===== src/include/becp_pkg.sv =====
// Constants shared by the bit error comparator pair.
package becp_pkg;
	// Register offsets on the plain register port.
	localparam logic [7:0] CTRL_OFS = 8'h00;
	localparam logic [7:0] CNT_A_OFS = 8'h04;
	localparam logic [7:0] CNT_B_OFS = 8'h08;
	// Control register field positions.
	localparam int DLY_LSB = 0;
	localparam int MODE_BIT = 4;
	localparam int BLEVEL_BIT = 5;
	localparam int BEXT_BIT = 6;
	// Control register reset values.
	localparam logic [3:0] DLY_RST = 4'h0;
	localparam logic MODE_RST = 1'b0;
	localparam logic BLEVEL_RST = 1'b0;
	localparam logic BEXT_RST = 1'b0;
	// Reference delay line lengths in bits.
	localparam int DLINE_LEN = 8;
	localparam int FIX_LEN = 4;
	localparam int VAR_LEN = 28;
	localparam int VAR_STEP = 4;
	// Error counter width.
	localparam int CNT_W = 16;
	// Positions of the synchronised pins in the pin vector.
	localparam int P_BCLK = 0;
	localparam int P_COUT = 1;
	localparam int P_CIN = 2;
	localparam int P_RX = 3;
	localparam int P_PCM = 4;
	localparam int P_SLOT = 5;
	localparam int P_EXT = 6;
	localparam int P_VSEL = 7;
	localparam int PIN_W = 10;
endpackage : becp_pkg


===== src/include/becp_dly_if.sv =====
// Interface joining the comparator to its variable reference delay.
`timescale 1ns/10ps
`default_nettype none
interface becp_dly_if;
	logic shift; // One-cycle pulse: advance the delay by one bit.
	logic din; // Reference bit entering the delay.
	logic [2:0] sel; // Delay in steps of four bits.
	logic dout; // Delayed reference bit.
	modport drv (output shift, output din, output sel, input dout);
	modport dly (input shift, input din, input sel, output dout);
endinterface : becp_dly_if
`default_nettype wire


===== src/becp_var_delay.sv =====
// Variable reference delay of zero to twenty-eight bits in four-bit steps.
`timescale 1ns/10ps
`default_nettype none
module becp_var_delay
	import becp_pkg::*;
(
	input wire logic clk,
	input wire logic reset,
	becp_dly_if.dly dif
);
	// All state of the delay: the shift chain and the registered tap.
	typedef struct packed {
		logic [VAR_LEN-1:0] sr;
		logic dout;
	} becp_vd_type;

	becp_vd_type st_reg; // Registered state.
	becp_vd_type st_next; // Next state.
	logic [4:0] tap_idx; // Chain stage that ends a delay of four times sel.

	// The tap is the last stage of the chosen number of four-bit groups.
	assign tap_idx = 5'({dif.sel, 2'b00} - 5'h01);
	assign dif.dout = st_reg.dout;

	// Shift on each bit strobe and pick the tap, or the input itself at zero delay.
	always_comb begin
		st_next = st_reg;
		if (dif.shift) begin
			st_next.sr = {st_reg.sr[VAR_LEN-2:0], dif.din};
		end
		if (dif.sel == 3'h0) begin
			st_next.dout = dif.din;
		end else begin
			st_next.dout = st_reg.sr[tap_idx];
		end
	end

	// State register.
	always_ff @(posedge clk or posedge reset) begin
		if (reset) begin
			st_reg <= '0;
		end else begin
			st_reg <= st_next;
		end
	end
endmodule : becp_var_delay
`default_nettype wire


===== src/becp_top.sv =====
// Bit error comparator pair: delayed-reference comparator and constant-reference comparator.
//
// Contract
// - Reference delay zero to 7.5 bits, half-bit steps.
// - Eight-stage delay line on true or inverted clock.
// - Delay setting selects stage, half bits share stage.
// - Both inputs realigned on the complementary clock edge.
// - Comparator A errors divided by two.
// - Decoder-output mode: fixed, then 0-28 bit delay.
// - Mode picks coder output or delayed coder input.
// - Comparator B flags PCM bit mismatching constant level.
// - Comparator B accepts external reference stream instead.
// - Comparator B errors output undivided, one per mismatch.
//
// The implementer's own choices: the address-and-strobe port and the register addresses.
`timescale 1ns/10ps
`default_nettype none
module becp_top
	import becp_pkg::*;
(
	input wire logic clk,
	input wire logic reset,
	input wire logic bit_clk,
	input wire logic coder_out,
	input wire logic coder_in,
	input wire logic rx_data,
	input wire logic pcm_bit,
	input wire logic pcm_slot,
	input wire logic ext_ref,
	input wire logic [2:0] vit_delay_sel,
	input wire logic [7:0] addr,
	input wire logic [31:0] wdata,
	input wire logic wr,
	input wire logic rd,
	output logic [31:0] rdata,
	output logic err_a_out,
	output logic err_b_out
);
	// All state of the comparator pair outside the variable delay.
	typedef struct packed {
		logic [PIN_W-1:0] s1; // First synchroniser stage.
		logic [PIN_W-1:0] s2; // Second synchroniser stage.
		logic clk_d; // Bit clock one cycle back, for edge detection.
		logic [3:0] dly_half; // Reference delay in half bits.
		logic decoder_delay_mode_switch; // Set selects decoder-output mode.
		logic b_level; // Constant reference level of comparator B.
		logic b_ext; // Comparator B uses the external reference.
		logic [FIX_LEN-1:0] fix_sr; // Fixed delay ahead of the delay line.
		logic [DLINE_LEN-1:0] dline; // Eight-stage reference delay line.
		logic ref_al; // Realigned reference bit.
		logic rx_al; // Realigned received bit.
		logic vld_a; // Realigned pair is ready for comparison.
		logic [1:0] div_a; // Error divider of comparator A.
		logic err_b; // Comparator B error pulse.
		logic [CNT_W-1:0] cnt_a; // Comparator A error count.
		logic [CNT_W-1:0] cnt_b; // Comparator B error count.
		logic [31:0] rdata; // Read data.
	} becp_st_type;

	becp_st_type st_reg; // Registered state.
	becp_st_type st_next; // Next state.
	logic rise; // Rising bit clock edge seen this cycle.
	logic fall; // Falling bit clock edge seen this cycle.
	logic edge_sh; // Edge that strobes the delay line.
	logic edge_al; // Complementary edge that realigns the inputs.
	logic dl_in; // Bit entering the delay line.
	logic tap_bit; // Selected delay line stage.
	logic ref_a; // Reference presented to the realigning stage.
	logic ref_b; // Reference of comparator B.
	logic b_evt; // Comparator B samples a PCM bit.
	logic mis_b; // Comparator B mismatch.
	logic mis_a; // Comparator A mismatch.

	becp_dly_if dif ();

	becp_var_delay u_var_delay (
		.clk(clk),
		.reset(reset),
		.dif(dif.dly)
	);

	// Edges come from the second synchroniser stage only.
	assign rise = st_reg.s2[P_BCLK] & ~st_reg.clk_d;
	assign fall = ~st_reg.s2[P_BCLK] & st_reg.clk_d;
	// A half-bit setting strobes the line on the inverted clock.
	assign edge_sh = st_reg.dly_half[0] ? fall : rise;
	// Realignment uses the complement of the delay line clock.
	assign edge_al = st_reg.dly_half[0] ? rise : fall;
	// Decoder-output mode feeds the line from the fixed delay on the coder input.
	assign dl_in = st_reg.decoder_delay_mode_switch ?
		st_reg.fix_sr[FIX_LEN-1] : st_reg.s2[P_COUT];
	// Whole bits of the setting pick the stage; the half bit shares it.
	assign tap_bit = st_reg.dline[st_reg.dly_half[3:1]];
	// Decoder-output mode adds the variable delay after the line.
	assign ref_a = st_reg.decoder_delay_mode_switch ? dif.dout : tap_bit;
	// Variable delay advances with the delay line, its length set by the decoder.
	assign dif.shift = edge_sh;
	assign dif.din = tap_bit;
	assign dif.sel = st_reg.s2[P_VSEL+2:P_VSEL];
	// Comparator B reference is the constant level or the external stream.
	assign ref_b = st_reg.b_ext ? st_reg.s2[P_EXT] : st_reg.b_level;
	assign b_evt = rise & st_reg.s2[P_SLOT];
	assign mis_b = st_reg.s2[P_PCM] ^ ref_b;
	assign mis_a = st_reg.vld_a & (st_reg.ref_al ^ st_reg.rx_al);

	// Outputs come straight from the state register.
	assign rdata = st_reg.rdata;
	assign err_a_out = st_reg.div_a[1];
	assign err_b_out = st_reg.err_b;

	// Next state: synchronisers, delay chain, comparators, counters and registers.
	always_comb begin
		st_next = st_reg;
		st_next.s1 = {vit_delay_sel, ext_ref, pcm_slot, pcm_bit, rx_data, coder_in,
			coder_out, bit_clk};
		st_next.s2 = st_reg.s1;
		st_next.clk_d = st_reg.s2[P_BCLK];
		// The fixed delay moves in whole bits.
		if (rise) begin
			st_next.fix_sr = {st_reg.fix_sr[FIX_LEN-2:0], st_reg.s2[P_CIN]};
		end
		// The delay line moves on the chosen clock phase.
		if (edge_sh) begin
			st_next.dline = {st_reg.dline[DLINE_LEN-2:0], dl_in};
		end
		// Both comparator inputs are realigned together.
		if (edge_al) begin
			st_next.ref_al = ref_a;
			st_next.rx_al = st_reg.s2[P_RX];
		end
		st_next.vld_a = edge_al;
		// Each mismatch steps the divider; its top bit toggles every second error.
		if (mis_a) begin
			st_next.div_a = st_reg.div_a + 2'h1;
		end
		// Comparator B reports each mismatch at once, undivided.
		st_next.err_b = b_evt & mis_b;
		// A write to a counter clears it, but an error in the same cycle still counts.
		if (wr && addr == CNT_A_OFS) begin
			st_next.cnt_a = '0;
		end
		if (mis_a) begin
			st_next.cnt_a = (wr && addr == CNT_A_OFS) ? CNT_W'(1) : st_reg.cnt_a + CNT_W'(1);
		end
		if (wr && addr == CNT_B_OFS) begin
			st_next.cnt_b = '0;
		end
		if (b_evt && mis_b) begin
			st_next.cnt_b = (wr && addr == CNT_B_OFS) ? CNT_W'(1) : st_reg.cnt_b + CNT_W'(1);
		end
		// Control register write.
		if (wr && addr == CTRL_OFS) begin
			st_next.dly_half = wdata[DLY_LSB+3:DLY_LSB];
			st_next.decoder_delay_mode_switch = wdata[MODE_BIT];
			st_next.b_level = wdata[BLEVEL_BIT];
			st_next.b_ext = wdata[BEXT_BIT];
		end
		// Read data stand for the one cycle after the strobe; unmapped reads give zero.
		st_next.rdata = '0;
		if (rd) begin
			case (addr)
				CTRL_OFS: begin
					st_next.rdata[DLY_LSB+3:DLY_LSB] = st_reg.dly_half;
					st_next.rdata[MODE_BIT] = st_reg.decoder_delay_mode_switch;
					st_next.rdata[BLEVEL_BIT] = st_reg.b_level;
					st_next.rdata[BEXT_BIT] = st_reg.b_ext;
				end
				CNT_A_OFS: begin
					st_next.rdata[CNT_W-1:0] = st_reg.cnt_a;
				end
				CNT_B_OFS: begin
					st_next.rdata[CNT_W-1:0] = st_reg.cnt_b;
				end
				default: begin
					st_next.rdata = '0;
				end
			endcase
		end
	end

	// State register with constant reset values.
	always_ff @(posedge clk or posedge reset) begin
		if (reset) begin
			st_reg <= '0;
			st_reg.dly_half <= DLY_RST;
			st_reg.decoder_delay_mode_switch <= MODE_RST;
			st_reg.b_level <= BLEVEL_RST;
			st_reg.b_ext <= BEXT_RST;
		end else begin
			st_reg <= st_next;
		end
	end
endmodule : becp_top
`default_nettype wire


===== config.mk =====
export PLATFORM = sky130hd
export DESIGN_NAME = becp_top
export DESIGN_NICKNAME = d
export VERILOG_FILES = /design/src/include/becp_pkg.sv /design/src/include/becp_dly_if.sv /design/src/becp_var_delay.sv /design/src/becp_top.sv
export SDC_FILE = /design/constraint.sdc
export NUM_CORES = 1
export LEC_CHECK = 0
export ABC_AREA = 1
export BUFFER_PORTS_ARGS = -buffer_cell sky130_fd_sc_hd__buf_2
export CORE_UTILIZATION = 57
export CTS_BUF_LIST = sky130_fd_sc_hd__clkbuf_16
export DETAILED_ROUTE_END_ITERATION = 12
export PLACE_DENSITY = 0.87
export SLEW_MARGIN = 10
export SYNTH_ARGS = -nofsm -noshare
export SYNTH_HDL_FRONTEND = slang
export SYNTH_HIERARCHICAL = 1
export SYNTH_SLANG_ARGS = --single-unit
export TNS_END_PERCENT = 10

===== constraint.sdc =====
create_clock -name clk -period 3.7 [get_ports clk]
set_clock_uncertainty 0.15 [all_clocks]
set_input_delay 0.74 -clock clk [delete_from_list [all_inputs] [get_ports clk]]
set_output_delay 0.74 -clock clk [all_outputs]
set_load 0.01 [all_outputs]

==> key figures <==
Status
  • Status: finished, final reports clean

Clock network
  • CTS resizes: 0
  • CTS tree: built
  • Root buf cell: clkbuf_16
  • Worst skew pair latency: 0.43 ns
  • Total CTS buffers: 17
  • Setup repair bufs after CTS: 0
  • Clock Path Buffers: 2
  • Clk sink count: 123
  • H-tree depth: 4
  • Clock transition at path regs: 0.06 ns
  • Hold buffer count at CTS: 0

Die
  • Die Y-Extent: 104 µm
  • Placement Rows: 36
  • Starting Density: 59.6%
  • Io pins: 88
  • Die area: 10,800 µm²
  • Core area: 9910 µm²
  • Die X: 104 µm

Cells and area
  • Share of cells above drive strength 1: 14.9%
  • Max reg flops: 62
  • N_diodes: 0
  • Nets: 789
  • Post-layout util: 66.7%
  • Area added between synthesis and finish: 11.9%
  • Finished Layout Cells: 877

Detailed routing
  • Post-DRT Antenna Nets: 0
  • Vias: 4,752
  • Starting DRT DRC Count: 292
  • Vias per cell: 5.42
  • Routed WL: 12.3 mm
  • DR DRC count: 0
  • DR pass1 iterations: 6
  • DR WL/cell: 14.0 µm

Placed design
  • # port buffers: 46
  • Post-Place Worst Slack: 1.32 ns
  • DP Cell Count: 845
  • Gpl congestion: 0.847
  • Post-detail-place hpwl: 8.16 mm

Synthesis
  • Post-synthesis sequential area ratio: 52.1%
  • Netlist cell types: 41
  • Mapped Area: 5910 µm²
  • Synth area leader: dfrtp_1
  • #FFs+latches synth: 123
  • Top cells by area, synth: dfrtp_1 (52%), nand2_1 (10%), nand3_1 (5.9%)
  • Yosys top cell area share: 52.1%
  • Yosys warning total: 6
  • Cells after Synth: 698
  • Syn avg cell area: 8.47 µm²

Timing
  • Setup ws final: 1.47 ns
  • Final setup viols: 0
  • Min Clock Period, post-route: 2.23 ns
  • Max_slew headroom: 29.3%
  • Final Max Tran Viols: 0
  • Tcrit/Tclk final: 60.2%
  • Fmax: 449 MHz
  • Setup_tns: 0 ns
  • Fin. Hold Viols: 0
  • RSZ-0062 raised after global routing: no
  • Worst-Margin Slew: 1.06 ns

Power and ir drop
  • Pleak: 3.37 nW
  • Sequential power share: 44.8%
  • Cell-internal power: 0.00267 W
  • Switch share: 28.1%
  • VDD IR-drop max: 0.000420 V
  • Comb power frac: 10.8%
  • Switching Power: 0.00105 W
  • Clock share of power: 44.5%
  • Pwr dens: 562 nW/µm²

Critical path
  • Crit path DAT: 2.42 ns
  • Slowest stage cell on the critical path: o21ai_4
  • Crit start category: flip-flop
  • Crit. End Element: flip-flop
  • Crit-path max cell delay: 0.79 ns
  • Cell-by-cell trace of the critical path: inv_1 -> nand2_2 -> o21ai_4 -> buf_4 -> nor2_1 -> a21oi_1
  • Crit Path Category: flip-flop to flip-flop
  • Top delay family on crit path: compound AO/OA/AOI/OAI gates
  • Max FO, Critical Path: 45
  • Required @ worst endpoint: 3.89 ns
  • Bufs and invs on worst path: 2

GRT
  • Largest net degree at the start of global routing: 53
  • Global-route wire length before repair: 21.0 mm
  • Vias in the first global route: 4,683
  • Antenna violations before repair: 0
  • GRT Util Overall: 24.7%
  • Remaining Overflow, GRT: 0

Job
  • # Max-Cap Violations: 0

Hold path
  • Worst hold-check path type: flip-flop to flip-flop
final timing paths:
kind                             start               endpoint  slack (ns)  cells past startpoint
setup / recovery            st_reg[89]  u_var_delay/st_reg[4]        1.47                      6
hold / removal             st_next[93]             st_reg[93]        0.20                      0
setup reg to reg            st_reg[89]  u_var_delay/st_reg[4]        1.47                      6
max in group asynchronous        reset             st_reg[32]        2.25                      3
hold reg to reg            st_next[93]             st_reg[93]        0.20                      0
min in group asynchronous        reset             st_reg[82]        0.32                      2
final cells by class:
class | instances | area, µm²
repair buffers | 49 | 253
clock inverters | 15 | 163
fillers | 748 | 3300
multi-input cells | 446 | 2170
clock buffers | 17 | 425
flip-flops and latches | 123 | 3080
well taps | 133 | 166
inverters | 94 | 354
cell usage after synthesis (all sizes together):
| master | count |
|---|---|
| o31ai | 1 |
| and2 | 10 |
| nor3 | 5 |
| conb | 1 |
| xnor2 | 2 |
| nor2 | 73 |
| inv | 94 |
| o2111ai | 1 |
| ha | 4 |
| nand2 | 162 |
| nand3 | 72 |
| o21ai | 36 |
| mux2 | 5 |
| o22ai | 9 |
| a21oi | 30 |
| clkbuf | 1 |
| nor2b | 1 |
| buf | 49 |
| dfrtp | 123 |
| nand4 | 12 |
| o21a | 1 |
| xor2 | 3 |
| or2 | 2 |
| a31oi | 1 |
routing by layer:
metal	vias up	part of all wire, %	GRT usage [%]
li1	2243	-	-
met1	2284	41	30.0
met2	188	50	41.0
met3	37	6.0	6.73
met4	0	2.5	11.9
met5	-	0	0
cell usage in the layout (no fill, tap or decap), drive strengths merged, types with 5 or more instances in the layout:
master  synthesis  routed
nand2         162     162
dfrtp         123     123
inv            94     100
nor2           73      73
nand3          72      72
buf            49      49
o21ai          36      36
a21oi          30      30
clkbuf          1      17
conb            1      16
nand4          12      12
and2           10      10
o22ai           9       9
nor3            5       5
mux2            5       5
power groups by stage:
| stage | clock network (W) | registers [W] | logic (W) |
|---|---|---|---|
| after global placement | 0 | 0.00167 | 0.000368 |
| after detailed placement | 0 | 0.00168 | 0.000392 |
| final | 0.00165 | 0.00166 | 0.000400 |
| after global routing | 0.00172 | 0.00168 | 0.000463 |
| after floorplan | 0 | 0.00163 | 0.000326 |
| after CTS | 0.00167 | 0.00166 | 0.000401 |
logic make-up (layout without fill, tap and decap cells):
kind of cell    Yosys count  count (layout)  share of synthesized area, %
compound gates           79              79                          7.49
other cells               1              16                        0.0634
simple gates            337             337                          25.6
xor+xnor                  5               5                         0.741
buf+inv                 144             175                          12.2
flops                   123             123                          52.1
mux                       5               5                         0.953
fa+ha+maj                 4               4                         0.847
per-stage QoR:
stage | area, µm² | total power, W | hold WS [ns]
floorplan | 5970 | 0.00196 | 0.181
global placement | 6020 | 0.00203 | 0.182
detailed placement | 6020 | 0.00207 | 0.186
CTS | 6610 | 0.00373 | 0.198
global route | 6610 | 0.00387 | 0.201
finish | 6610 | 0.00371 | 0.195
Note: power is estimated with default switching activity, not from simulation.
